===== config.mk =====
export PLATFORM = sky130hd
export DESIGN_NAME = acc_cal_regs
export DESIGN_NICKNAME = d
export VERILOG_FILES = /design/src/acc_pkg.sv /design/src/acc_cal_regs.sv
export VERILOG_INCLUDE_DIRS = /design/src
export SDC_FILE = /design/constraint.sdc
export NUM_CORES = 1
export LEC_CHECK = 0
export ABC_AREA = 1
export BUFFER_PORTS_ARGS = -buffer_cell sky130_fd_sc_hd__buf_2
export CELL_PAD_IN_SITES_DETAIL_PLACEMENT = 1
export CELL_PAD_IN_SITES_GLOBAL_PLACEMENT = 1
export CORE_UTILIZATION = 38
export DETAILED_ROUTE_END_ITERATION = 8
export GPL_ROUTABILITY_DRIVEN = 0
export PLACE_DENSITY_LB_ADDON = 0.1
export SYNTH_ARGS = -nofsm -noshare
export SYNTH_HDL_FRONTEND = slang
export SYNTH_SLANG_ARGS = --single-unit
export TNS_END_PERCENT = 100

===== constraint.sdc =====
create_clock -name clk_sys_i -period 2.4 [get_ports clk_sys_i]
set_input_delay 0.12 -clock clk_sys_i [delete_from_list [all_inputs] [get_ports clk_sys_i]]
set_output_delay 0.12 -clock clk_sys_i [all_outputs]
set_load 0.02 [all_outputs]

===== src/acc_params.svh =====
// Constants for the calibration control register bank.
// Assumes inclusion by the package and the design file only.
`ifndef ACC_PARAMS_SVH
`define ACC_PARAMS_SVH

// Register indices; byte address is four times the index
`define ACC_IDX_RUN_CTRL   8'h61
`define ACC_IDX_MODE_CFG   8'h62
`define ACC_IDX_OFFSET_REFERENCE_SELECT_CFG  8'h65
`define ACC_IDX_AVG_CFG    8'h68
`define ACC_IDX_STATUS     8'h6a
`define ACC_IDX_IRQ_STAT   8'h70
`define ACC_IDX_IRQ_MASK   8'h71

// Reset values
`define ACC_RST_RUN_CTRL   8'h01
`define ACC_RST_MODE_CFG   8'h01
`define ACC_RST_OFFSET_REFERENCE_SELECT_CFG  8'h01
`define ACC_RST_AVG_CFG    8'h61

// Field positions
`define ACC_B_RUN_EN       0
`define ACC_B_BG_STOP      1
`define ACC_B_PSEL_LO      2
`define ACC_B_PSEL_HI      3
`define ACC_B_FG_RUN       0
`define ACC_B_BG_EN        1
`define ACC_B_FG_OS        2
`define ACC_B_BG_OS        3
`define ACC_B_OFFSET_REFERENCE_SELECT        2
`define ACC_B_LAVG_LO      0
`define ACC_B_LAVG_HI      2
`define ACC_B_OAVG_LO      4
`define ACC_B_OAVG_HI      6
`define ACC_B_FOREGROUND_COMPLETE_FLAG      0
`define ACC_B_HALTED       1

// Pin selector codes
`define ACC_PSEL_FOREGROUND_COMPLETE_FLAG   2'h0
`define ACC_PSEL_HALTED    2'h1
`define ACC_PSEL_ALARM     2'h2

// Base length of one averaging step, in clock cycles
`define ACC_STEP_CYCLES    12'h010

`endif


===== src/acc_pkg.sv =====
// Types for the calibration control register bank.
// Assumes acc_params.svh sits in the same folder.
`include "acc_params.svh"

package acc_pkg;

  typedef logic [7:0] acc_byte_type;

  // Gray code along hold, clear, linearity, offset, background
  typedef enum logic [2:0]
  {
    ACC_HOLD  = 3'h0,
    ACC_CLEAR = 3'h1,
    ACC_FGLIN = 3'h3,
    ACC_FGOS  = 3'h2,
    ACC_BGRUN = 3'h6,
    ACC_HALT  = 3'h7,
    ACC_DONE  = 3'h5
  } acc_state_type;

endpackage


===== src/acc_cal_regs.sv =====
// Calibration control register bank with a small calibration sequencer.
// Assumes an Avalon-MM master on clk_sys_i and alarm_i from the same clock.
//
// Notes on behaviour
// - Foreground run resets values, then calibrates.
// - Background enable bit gates background calibration.
// - Foreground offset only with foreground run.
// - Background offset needs background enable too.
// - Reference zero calibrates offsets to mid-code.
// - Reference one matches primaries to spare.
// - Offset averaging field sets offset step length.
// - Linearity averaging field sets linearity step length.
// - Status register is read only.
// - Halted flag sets when background stops.
// - Halted flag clears when calibration resumes.
// - Without background, halted sets after foreground.
// - Foreground done flag set after finish or skip.
// - Run enable low holds calibration in reset.
// - Selector zero routes done flag to pin.
`timescale 1ns/1ps
`default_nettype none
`include "acc_params.svh"

module acc_cal_regs
(
  input  wire logic               clk_sys_i,
  input  wire logic               resetn_i,
  input  wire logic               ce_i,
  input  wire logic [9:0]         address_i,
  input  wire logic               read_i,
  input  wire logic               write_i,
  input  wire logic [31:0]        writedata_i,
  output logic      [31:0]        readdata_o,
  output logic                    waitrequest_o,
  input  wire logic               alarm_i,
  output logic                    irq_o,
  output logic                    calibration_status_pin_o,
  output logic                    cal_values_reset_o,
  output logic                    fg_lin_active_o,
  output logic                    fg_os_active_o,
  output logic                    bg_cal_active_o,
  output logic                    bg_os_active_o,
  output logic                    os_ref_spare_o,
  output logic [2:0]              offset_averaging_level_o,
  output logic [2:0]              linearity_averaging_level_o,
  output acc_pkg::acc_state_type  cal_state_o
);
  import acc_pkg::*;

  // ****************************************
  // Bus slave
  // ****************************************
  acc_byte_type  run_ctrl_r;
  acc_byte_type  mode_cfg_r;
  acc_byte_type  offset_reference_select_cfg_r;
  acc_byte_type  avg_cfg_r;
  acc_byte_type  irq_stat_r;
  acc_byte_type  irq_mask_r;
  acc_byte_type  status_byte;
  acc_byte_type  rd_nxt;
  acc_state_type state_r;
  acc_state_type state_nxt;
  logic          ack_r;
  logic          req;
  logic          wr_go;
  logic          foreground_complete_flag_r;
  logic          halted_r;
  logic          foreground_complete_flag_q;
  logic          halted_q;
  logic [7:0]    idx;
  logic [11:0]   step_cnt_r;
  logic          step_end;
  logic          run_en;
  logic          bg_stop;
  logic          bg_en;
  logic          fg_run;
  logic [1:0]    pin_sel;

  assign req           = read_i | write_i;
  // One wait cycle; the answer edge is the cycle after the request rises
  assign waitrequest_o = req & ~ack_r;
  assign wr_go         = write_i & ack_r & ce_i;
  assign idx           = address_i[9:2];

  always_ff @(posedge clk_sys_i)
  begin
    if (!resetn_i)
      ack_r <= 1'b0;
    else if (ce_i)
      ack_r <= req & ~ack_r;
  end

  assign status_byte = {3'h0, state_r, halted_r, foreground_complete_flag_r};

  always_comb
  begin
    rd_nxt = 8'h00;
    if (address_i[1:0] == 2'h0)
    begin
      case (idx)
        `ACC_IDX_RUN_CTRL:  rd_nxt = run_ctrl_r;
        `ACC_IDX_MODE_CFG:  rd_nxt = mode_cfg_r;
        `ACC_IDX_OFFSET_REFERENCE_SELECT_CFG: rd_nxt = offset_reference_select_cfg_r;
        `ACC_IDX_AVG_CFG:   rd_nxt = avg_cfg_r;
        `ACC_IDX_STATUS:    rd_nxt = status_byte;
        `ACC_IDX_IRQ_STAT:  rd_nxt = irq_stat_r;
        `ACC_IDX_IRQ_MASK:  rd_nxt = irq_mask_r;
        default:            rd_nxt = 8'h00;
      endcase
    end
  end

  always_ff @(posedge clk_sys_i)
  begin
    if (!resetn_i)
      readdata_o <= 32'h0000_0000;
    else if (ce_i && read_i && !ack_r)
      readdata_o <= {24'h00_0000, rd_nxt};
  end

  // ****************************************
  // Configuration registers
  // ****************************************
  // Reserved bits are stored as written; software keeps them at reset value
  always_ff @(posedge clk_sys_i)
  begin
    if (!resetn_i)
    begin
      run_ctrl_r  <= `ACC_RST_RUN_CTRL;
      mode_cfg_r  <= `ACC_RST_MODE_CFG;
      offset_reference_select_cfg_r <= `ACC_RST_OFFSET_REFERENCE_SELECT_CFG;
      avg_cfg_r   <= `ACC_RST_AVG_CFG;
      irq_mask_r  <= 8'h00;
    end
    else if (wr_go && address_i[1:0] == 2'h0)
    begin
      case (idx)
        `ACC_IDX_RUN_CTRL:  run_ctrl_r  <= writedata_i[7:0];
        `ACC_IDX_MODE_CFG:  mode_cfg_r  <= writedata_i[7:0];
        `ACC_IDX_OFFSET_REFERENCE_SELECT_CFG: offset_reference_select_cfg_r <= writedata_i[7:0];
        `ACC_IDX_AVG_CFG:   avg_cfg_r   <= writedata_i[7:0];
        `ACC_IDX_IRQ_MASK:  irq_mask_r  <= writedata_i[7:0];
        default:            irq_mask_r  <= irq_mask_r;
      endcase
    end
  end

  assign run_en  = run_ctrl_r[`ACC_B_RUN_EN];
  assign bg_stop = run_ctrl_r[`ACC_B_BG_STOP];
  assign pin_sel = run_ctrl_r[`ACC_B_PSEL_HI:`ACC_B_PSEL_LO];
  assign bg_en   = mode_cfg_r[`ACC_B_BG_EN];
  assign fg_run  = mode_cfg_r[`ACC_B_FG_RUN];

  // ****************************************
  // Calibration sequencer
  // ****************************************
  // offset or linearity averaging scales step
  always_ff @(posedge clk_sys_i)
  begin
    if (!resetn_i)
      step_cnt_r <= 12'h000;
    else if (ce_i)
    begin
      if (state_r != state_nxt)
      begin
        if (state_nxt == ACC_FGOS)
          step_cnt_r <= `ACC_STEP_CYCLES << avg_cfg_r[`ACC_B_OAVG_HI:`ACC_B_OAVG_LO];
        else
          step_cnt_r <= `ACC_STEP_CYCLES << avg_cfg_r[`ACC_B_LAVG_HI:`ACC_B_LAVG_LO];
      end
      else if (step_cnt_r != 12'h000)
        step_cnt_r <= step_cnt_r - 12'h001;
    end
  end

  assign step_end = (step_cnt_r == 12'h001);

  always_comb
  begin
    state_nxt = state_r;
    case (state_r)
      ACC_HOLD:
        if (run_en)
          state_nxt = ACC_CLEAR;
      ACC_CLEAR:
        if (fg_run)
          state_nxt = ACC_FGLIN;
        else if (bg_en)
          state_nxt = ACC_BGRUN;
        else
          state_nxt = ACC_DONE;
      ACC_FGLIN:
        if (step_end)
        begin
          if (mode_cfg_r[`ACC_B_FG_OS])
            state_nxt = ACC_FGOS;
          else if (bg_en)
            state_nxt = ACC_BGRUN;
          else
            state_nxt = ACC_DONE;
        end
      ACC_FGOS:
        if (step_end)
          state_nxt = bg_en ? ACC_BGRUN : ACC_DONE;
      ACC_BGRUN:
        if (!bg_en)
          state_nxt = ACC_DONE;
        else if (bg_stop)
          state_nxt = ACC_HALT;
      ACC_HALT:
        if (!bg_stop && bg_en)
          state_nxt = ACC_BGRUN;
        else if (!bg_en)
          state_nxt = ACC_DONE;
      ACC_DONE:
        if (bg_en)
          state_nxt = ACC_BGRUN;
      default:
        state_nxt = ACC_HOLD;
    endcase
    if (!run_en)
      state_nxt = ACC_HOLD;
  end

  always_ff @(posedge clk_sys_i)
  begin
    if (!resetn_i)
      state_r <= ACC_HOLD;
    else if (ce_i)
      state_r <= state_nxt;
  end

  // ****************************************
  // Completion flags
  // ****************************************
  always_ff @(posedge clk_sys_i)
  begin
    if (!resetn_i)
    begin
      foreground_complete_flag_r <= 1'b0;
      halted_r  <= 1'b0;
    end
    else if (ce_i)
    begin
      if (state_nxt == ACC_HOLD || state_nxt == ACC_CLEAR)
      begin
        foreground_complete_flag_r <= 1'b0;
        halted_r  <= 1'b0;
      end
      else
      begin
        if (state_nxt == ACC_BGRUN || state_nxt == ACC_DONE)
          foreground_complete_flag_r <= 1'b1;
        if (state_nxt == ACC_HALT || state_nxt == ACC_DONE)
          halted_r <= 1'b1;
        else if (state_nxt == ACC_BGRUN)
          halted_r <= 1'b0;
      end
    end
  end

  // ****************************************
  // Interrupts
  // ****************************************
  always_ff @(posedge clk_sys_i)
  begin
    if (!resetn_i)
    begin
      foreground_complete_flag_q  <= 1'b0;
      halted_q   <= 1'b0;
      irq_stat_r <= 8'h00;
    end
    else if (ce_i)
    begin
      foreground_complete_flag_q <= foreground_complete_flag_r;
      halted_q  <= halted_r;
      // Set beats a same-cycle write-one clear
      irq_stat_r <= (irq_stat_r &
                     ~((wr_go && idx == `ACC_IDX_IRQ_STAT && address_i[1:0] == 2'h0)
                       ? writedata_i[7:0] : 8'h00))
                    | {6'h00, halted_r & ~halted_q, foreground_complete_flag_r & ~foreground_complete_flag_q};
    end
  end

  assign irq_o = |(irq_stat_r & irq_mask_r);

  // ****************************************
  // Engine outputs
  // ****************************************
  // pin selector routing
  always_comb
  begin
    case (pin_sel)
      `ACC_PSEL_FOREGROUND_COMPLETE_FLAG: calibration_status_pin_o = foreground_complete_flag_r;
      `ACC_PSEL_HALTED:  calibration_status_pin_o = halted_r;
      `ACC_PSEL_ALARM:   calibration_status_pin_o = alarm_i;
      default:           calibration_status_pin_o = 1'b0;
    endcase
  end

  assign cal_values_reset_o = (state_r == ACC_CLEAR);
  assign fg_lin_active_o    = (state_r == ACC_FGLIN);
  assign fg_os_active_o     = (state_r == ACC_FGOS);
  assign bg_cal_active_o    = (state_r == ACC_BGRUN);
  assign bg_os_active_o     = (state_r == ACC_BGRUN) & mode_cfg_r[`ACC_B_BG_OS];
  assign os_ref_spare_o     = offset_reference_select_cfg_r[`ACC_B_OFFSET_REFERENCE_SELECT];
  assign offset_averaging_level_o    = avg_cfg_r[`ACC_B_OAVG_HI:`ACC_B_OAVG_LO];
  assign linearity_averaging_level_o = avg_cfg_r[`ACC_B_LAVG_HI:`ACC_B_LAVG_LO];
  assign cal_state_o        = state_r;
endmodule
`default_nettype wire


==> results of run 1 <==
==> repair_timing <==
action                                  CTS  global route
hold buffers                              0             0
gates resized for setup                   0            11
endpoints found under the setup margin    0            11
==> area by class of cell <==
cell class                      instances  area, sq um
Inverter                               93          354
Clock buffer                            9          225
Timing Repair Buffer                   68          392
Tap cell                              140          175
Fill cell                            1462         5990
Clock inverter                          7         81.3
Multi-Input combinational cell        441         2290
Sequential cell                        76         1520
==> worst max-delay path by stage <==
stage	from	endpoint	slack [ns]
after floorplan	cal_state_o[0]	step_cnt_r[9]	0.26
after global placement	cal_state_o[1]	step_cnt_r[9]	0.13
after detailed placement	step_cnt_r[6]	step_cnt_r[5]	0.1
after CTS	step_cnt_r[6]	step_cnt_r[5]	0.06
after global routing	step_cnt_r[8]	step_cnt_r[10]	0.01
final	step_cnt_r[8]	step_cnt_r[6]	0.19
==> report_power, final <==
group	internal (mW)	switching [mW]	leakage [nW]
Clock	0.820	0.608	0.147
Combinational	0.219	0.485	1.47
Sequential	1.29	0.0376	0.615
==> sequential cells by signal (all words and copies together) (netlist names) <==
signal,cells
irq_stat_r,8
halted_q,1
run_ctrl_r,8
offset_reference_select_cfg_r,8
readdata_o,8
avg_cfg_r,8
irq_mask_r,8
foreground_complete_flag_q,1
halted_r,1
cal_state_o,3
step_cnt_r,12
mode_cfg_r,8
ack_r,1
foreground_complete_flag_r,1
==> metal layers <==
layer | vias up | global-route usage | part of all wire
met2 | 101 | 0.381 | 0.43
li1 | 2142 | - | -
met3 | 15 | 0.0385 | 0.045
met1 | 2109 | 0.365 | 0.51
met4 | 0 | 0.0867 | 0.015
met5 | - | 0 | 0
==> metrics by stage <==
| step | setup WS [ns] | instance area [sq um] | utilization | hold WS (ns) |
|---|---|---|---|---|
| floorplan | 0.257 | 4470 | - | 0.246 |
| finish | 0.188 | 5040 | 0.457 | 0.0843 |
| global route | 0.0138 | 5040 | 0.457 | 0.0924 |
| global placement | 0.129 | 4700 | 0.426 | 0.429 |
| detailed placement | 0.0968 | 4700 | 0.426 | 0.433 |
| CTS | 0.0577 | 5010 | 0.454 | 0.0708 |
==> cells in the mapped netlist (all sizes together) <==
library cell,number
nand3,37
nor2,75
nand3b,1
dfxtp,76
a211oi,6
conb,1
xor2,11
clkbuf,9
or2,2
o21ai,37
a31oi,1
inv,90
a21oi,62
nand4,13
ha,2
nand2,117
o21a,1
o31ai,5
o32ai,1
buf,40
nor3,9
nor4,3
a221oi,1
o22ai,18
o211ai,15
clkinv,3
==> worst max-delay path: cells and delay by family, from the launching register on <==
family	cells	cell delay (ns)
and+or+nand+nor	13	1.56
DFF	1	0.35
xor gates and xnor gates	1	0.19
==> cells by family after synthesis <==
kind of cell | Yosys count | share of synthesized area
other | 1 | 0.000855
buffers and inverters | 142 | 0.157
AO/OA/AOI/OAI | 147 | 0.195
adder cells (fa/ha/maj) | 2 | 0.00570
XOR/XNOR | 11 | 0.0237
AND/OR/NAND/NOR | 257 | 0.270
flip-flops | 76 | 0.347
==> flow_summary.yaml, run 1 <==
run_status:
  outcome: "finished clean"
final_layout:
  layout_common_cells: "nand2_1, inv_1, dfxtp_1, nor2_1, a21oi_1"
  antenna_cells: 0
  layout_commonest_cell: "nand2_1"
  fin_cells: 834
  syn_to_final_growth_pct: 15.0
  layout.nets: 739
  drive_gt1_frac: 0.183
setup_path:
  r2r-start: "step_cnt_r[8]"
  path_cells: "nor2_1 > nand3_1 > nor2_2 > nand2_1 > nand2_1 > nand2_4 > xor2_2 > nand2_2 > nor2_8 > nand2_1 > nand2_2 > nor2_1 > nor2_1 > nor2_1"
  cp.required_ns: 2.64
  reg2reg_slack_ns: 0.19
  ff2ff_path_depth: 14
  path_class: "flop to flop"
  startpoint_type: "flop"
  max_stage_delay_ns: 0.35
  cpMostUsedCell: "nor2_1"
  cp_data_arrival_time_ns: 2.45
  critPathMaxFanout: 10
  cp-end-kind: "flop"
  cp_slowest_cell: "dfxtp_1"
  worstReg2RegEnd: "step_cnt_r[6]"
detailed_routing:
  drtIter0Drc: 285
  routed_wl_um: 14100
  antenna_left: 0
  first_pass_iters: 4
  wl_per_cell_um: 16.8
  drc: 0
  post_drt_via_cell_ratio: 5.24
  vias: 4367
cts:
  clockRootBuffer: "clkbuf_16"
  cts_setup_buffers: 0
  cts_tree: "yes"
  htree_levels: 3
  clock_latency_ns: 0.35
  numCtsBuffers: 9
  clk_pin_slew_worst_paths_ns: 0.06
  clock-sinks: 76
  clk_path_buf_depth: 2
timing:
  min_period_ns: 2.21
  finalSetupTns_ns: 0
  rsz0062_at_grt: "false"
  max_slew_margin: 0.500
  skew_ns: 0.0100
  tightest_slew_ns: 0.746
  fmax_ghz: 0.452
  hold_viol_final: 0
  maxSlewViolCount: 0
  fin_crit_sh: 0.922
  setup_viol: 0
global_route:
  grt_pass1_wl_um: 22600
  grtUsageTotal: 0.253
  grt_max_degree: 50
  first_global_vias: 4299
  antenna_found_initial: 0
  grt_overflow_total: 0
power:
  ir_drop_v: 0.000338
  powerDensity_nw_per_um2: 686
  power.total_mw: 3.46
  power.leakage_nw: 2.24
floorplanning:
  boundaryPins: 98
  core_area_sq_um: 11000
  rows: 38
  start_util: 0.398
  dieArea_sq_um: 12000
  die_height_um: 109
  die_w_um: 109
logic_synthesis:
  synth_area_leaders: "dfxtp_1, nand2_1, inv_1"
  ys_seq_area_frac: 0.347
  synth_top_area_frac: 0.347
  netlist_area_sq_um: 4390
  ys_types: 41
  syn_area_per_cell_sq_um: 6.90
  yosys.area.top_type: "dfxtp_1"
  syn_inst: 636
  ys_warn_count: 0
  synth_seq_cells: 76
min_path:
  hp-class: "input pin to flop"
  min_from: "writedata_i[7]"
  hold_end: "run_ctrl_r[7]"
  holdPathStages: 3
job:
  max_cap_viol_count: 0
placement:
  hpwlAfterDp_um: 10600
  place_inst: 818
  port_buffers: 49
Power figures use the tool's default switching activity.
==> inputs of run 2 (changes only) <==
Settings changed: GPL_TIMING_DRIVEN from default to 0.
==> flow_summary.yaml, run 2 (synthesis gave the netlist of run 1 again) <==
run_status:
  outcome: "finished clean"
setup_path:
  cp-end-kind: "flop"
  reg2reg_slack_ns: 0.16
  max_stage_delay_ns: 0.35
  critPathMaxFanout: 10
  path_cells: "inv_1 > nor3_1 > nand2_1 > inv_1 > nand3_1 > clkbuf_2 > o21ai_0 > a21oi_1"
  cpMostUsedCell: "inv_1"
  r2r-start: "ack_r"
  cp_data_arrival_time_ns: 2.46
  cp.required_ns: 2.62
  startpoint_type: "flop"
  cp_slowest_cell: "dfxtp_1"
  worstReg2RegEnd: "irq_mask_r[7]"
  path_class: "flop to flop"
  ff2ff_path_depth: 8
final_layout:
  drive_gt1_frac: 0.215
  layout_common_cells: "nand2_1, inv_1, dfxtp_1, nor2_1, a21oi_1"
  layout_commonest_cell: "nand2_1"
  largest_reg_flops: 12
  antenna_cells: 0
  fin_cells: 870
  syn_to_final_growth_pct: 21.5
  fill_cells: 1444
  top_register: "step_cnt_r"
  layout.nets: 775
power:
  power.leakage_nw: 2.42
  power.total_mw: 3.60
  ir_drop_v: 0.000383
  powerDensity_nw_per_um2: 675
timing:
  finalSetupTns_ns: 0
  fin_crit_sh: 0.935
  hold_viol_final: 0
  max_slew_margin: 0.522
  maxSlewViolCount: 0
  fmax_ghz: 0.446
  tightest_slew_ns: 0.716
  skew_ns: 0.00628
  setup_slack_ns: 0.156
  min_period_ns: 2.24
  setup_viol: 0
  rsz0062_at_grt: "false"
placement:
  port_buffers: 48
  pre_cts_ws_ns: -0.112
  place_inst: 847
  hpwlAfterDp_um: 11400
global_route:
  busiest_layer: "met2"
  antenna_found_initial: 0
  grt_pass1_wl_um: 22600
  first_global_vias: 4384
  use_met3: 0.0255
  grtUsageTotal: 0.254
  use_met2: 0.403
  grt_overflow_total: 0
  grtUsageMet1: 0.360
  grt_max_degree: 14
detailed_routing:
  antenna_left: 0
  wl_per_cell_um: 16.8
  first_pass_iters: 4
  vias: 4538
  post_drt_via_cell_ratio: 5.22
  drc: 0
  routed_wl_um: 14600
  drtIter0Drc: 208
cts:
  clock-sinks: 76
  clock_latency_ns: 0.34
  clk_pin_slew_worst_paths_ns: 0.06
  cts_tree: "yes"
  hold_buffers: 0
  numCtsBuffers: 9
  clockRootBuffer: "clkbuf_16"
  htree_levels: 3
  clk_path_buf_depth: 2
floorplanning:
  die_height_um: 109
  dieArea_sq_um: 12000
  start_util: 0.398
  core_area_sq_um: 11000
  boundaryPins: 98
  rows: 38
  die_w_um: 109
min_path:
  hold_end: "run_ctrl_r[7]"
  min_from: "writedata_i[7]"
  hp-class: "input pin to flop"
  holdPathStages: 3
job:
  max_cap_viol_count: 0
## run 2: how the worst max path moves through the flow
stage                         startpoint              to  slack (ns)  depth (start not counted)
after floorplan           cal_state_o[0]   step_cnt_r[9]        0.26                         17
after global placement              ce_i   irq_mask_r[7]       -0.08                          9
after detailed placement            ce_i   irq_mask_r[7]       -0.11                          9
after CTS                  step_cnt_r[1]  step_cnt_r[11]        0.01                         16
after global routing       step_cnt_r[2]  step_cnt_r[10]       0.005                         17
final                              ack_r   irq_mask_r[7]        0.16                          8
## run 2: what timing repair did
action,CTS,global route
cloned,0,0
setup buffers,0,7
endpoints found under the setup margin,3,13
pin swaps,0,4
gates resized for setup,2,17
## run 2: where the power goes
group	leakage, nW	total (mW)	internal (mW)	switching (mW)
clock	0.157	1.47	0.913	0.559
sequential	0.615	1.33	1.29	0.0362
combinational	1.64	0.800	0.282	0.518
total	2.42	3.60	2.49	1.11
## run 2: layer usage
| layer | part of all wire | up-vias |
|---|---|---|
| met5 | 0 | - |
| met3 | 0.046 | 15 |
| met1 | 0.49 | 2165 |
| met4 | 0.013 | 0 |
| met2 | 0.45 | 132 |
| li1 | - | 2226 |
## run 2: final cells by class
class                           instances  area, sq um  area share
Clock buffer                           10          229      0.0430
Buffer                                 49          340      0.0638
Clock inverter                          6         87.6      0.0164
Multi-Input combinational cell        441         2330       0.437
Timing Repair Buffer                   55          293      0.0549
Inverter                               93          354      0.0664
Sequential cell                        76         1520       0.285
Tap cell                              140          175      0.0329
## run 2: per-stage QoR
stage	hold slack (ns)	util	instance area, sq um
2_1_floorplan	0.246	-	4470
3_3_place_gp	0.400	0.443	4890
3_5_place_dp	0.414	0.443	4890
4_1_cts	0.0544	0.472	5210
5_1_grt	0.0787	0.483	5330
6_report	0.0575	0.483	5330
## run 2: critical path, delay by kind of cell (launching register included)
family | cells | cell delay (ns)
AO/OA/AOI/OAI | 2 | 0.39
buffers and inverters | 3 | 0.51
AND/OR/NAND/NOR | 3 | 0.87
flip-flops | 1 | 0.35
==> inputs of run 3 (changes only) <==
Settings changed: CORE_UTILIZATION 38 to 35.
Clock period 2.4 ns to 1.9 ns, I/O delays scaled along.
==> flow_summary.yaml, run 3 (synthesis gave the netlist of run 1 again) <==
run_status:
  outcome: "finished, violations left"
  failed_checks: "negative setup slack"
placement:
  hpwlAfterDp_um: 11700
  dpl_cell_area_sq_um: 4950
  place_inst: 875
  port_buffers: 48
power:
  powerDensity_nw_per_um2: 805
  sw_frac_of_total: 0.327
  power.leakage_nw: 2.55
  p_switching_mw: 1.52
  p_clk_frac: 0.372
  p_int_mw: 3.14
  ir_drop_v: 0.000385
  pwr-share-comb: 0.266
  pwr-share-seq: 0.361
detailed_routing:
  drtIter0Drc: 196
  vias: 4623
  drc: 0
  post_drt_via_cell_ratio: 5.05
  wl_per_cell_um: 17.5
  first_pass_iters: 4
  antenna_left: 0
  routed_wl_um: 16100
global_route:
  grt_overflow_total: 0
  first_global_vias: 4705
  grtUsageTotal: 0.257
  antenna_found_initial: 0
  grt_max_degree: 13
  grt_pass1_wl_um: 25400
cts:
  cts_tree: "yes"
  htree_levels: 3
  clk_path_buf_depth: 2
  clk_pin_slew_worst_paths_ns: 0.06
  clock-sinks: 76
  hold_buffers: 0
  clock_latency_ns: 0.34
  clockRootBuffer: "clkbuf_16"
  numCtsBuffers: 9
final_layout:
  top_register: "step_cnt_r"
  drive_gt1_frac: 0.309
  fin_cells: 915
  final_area_sq_um: 5790
  layout_common_cells: "nand2_1, inv_1, dfxtp_1, a21oi_1, buf_4"
  layout_commonest_cell: "nand2_1"
  layout.nets: 793
  largest_reg_flops: 12
  syn_to_final_growth_pct: 32.0
  antenna_cells: 0
  fill_cells: 1581
timing:
  rsz0062_at_grt: "true"
  setup_viol: 12
  maxSlewViolCount: 0
  fin_crit_sh: 1.15
  min_period_ns: 2.19
  max_slew_margin: 0.547
  tightest_slew_ns: 0.676
  setup_slack_ns: -0.286
  skew_ns: 0.00547
  hold_slack_ns: 0.0525
  hold_viol_final: 0
  fmax_ghz: 0.457
floorplanning:
  dieArea_sq_um: 13000
  die_height_um: 114
  die_w_um: 114
  start_util: 0.362
  boundaryPins: 98
  rows: 40
  core_area_sq_um: 12100
job:
  max_cap_viol_count: 0
setup_path:
  reg2reg_slack_ns: -0.29
  cp.required_ns: 2.13
  max_stage_delay_ns: 0.36
  path_cells: "nor2_4 > nand2_2 > nor2_4 > nand2_2 > nand2_2 > nand2_2 > nand2_2 > nand3_4 > nand2_4 > buf_6 > nand3_4 > nand2_1 > nand2_2 > nand2_2 > nor2_1 > nor2_1 > nor2_1"
  critPathMaxFanout: 6
  path_class: "flop to flop"
  cp_data_arrival_time_ns: 2.42
  startpoint_type: "flop"
  cp-end-kind: "flop"
  cp_slowest_cell: "dfxtp_4"
  cpMostUsedCell: "nand2_2"
min_path:
  hp-class: "input pin to flop"
## run 3: layout make-up
cell class              instances  area (sq um)  share of cell area
clock inverters                 4          50.0             0.00864
well taps                     168           210              0.0363
multi-input cells             441          2600               0.449
inverters                      93           360              0.0622
repair buffers                 73           439              0.0758
clock buffers                  11           243              0.0419
plain buffers                  49           349              0.0603
flip-flops and latches         76          1540               0.266
## run 3: timing repair
item | 4_1_cts | 5_1_grt
cloned | 2 | 0
pin swaps | 29 | 17
setup endpoints to repair | 37 | 37
gates resized for setup | 50 | 53
setup buffers | 16 | 7
## run 3: power groups by stage
| stage | sequential (mW) | clock (mW) | combinational [mW] |
|---|---|---|---|
| final | 1.69 | 1.74 | 1.24 |
| after global routing | 1.69 | 1.82 | 1.34 |
| after CTS | 1.68 | 1.76 | 1.11 |
| after detailed placement | 1.71 | 0 | 0.932 |
| after global placement | 1.70 | 0 | 0.904 |
| after floorplan | 1.70 | 0 | 0.689 |
## run 3: final timing paths
kind / start / endpoint / cells after the start
min reg2reg: readdata_o[3] / readdata_o[3] / 2
min: writedata_i[7] / run_ctrl_r[7] / 3
max: step_cnt_r[4] / step_cnt_r[9] / 17
max reg2reg: step_cnt_r[4] / step_cnt_r[9] / 17
## run 3: worst max-delay path, delay by kind of cell (launching register included)
kind	cells	cell delay, ns
AND/OR/NAND/NOR	16	1.58
flip-flops	1	0.36
buffers and inverters	1	0.13
## run 3: stage by stage
stage	TNS [ns]	setup slack (ns)	total power [mW]	util
CTS	-1.78	-0.195	4.55	0.459
floorplan	-0.558	-0.0637	2.39	-
detailed placement	-18.41	-0.606	2.64	0.408
global placement	-15.26	-0.520	2.61	0.408
finish	-2.66	-0.286	4.66	0.478
global route	-4.14	-0.389	4.85	0.478
## run 3: metal layers
metal,wire length (um),global-route usage,part of all wire,vias to the layer above
met1,7770,0.366,0.48,2229
met2,7250,0.397,0.45,116
met4,350,0.100,0.022,0
li1,-,-,-,2257
met3,680,0.0276,0.042,21
met5,0,0,0,-
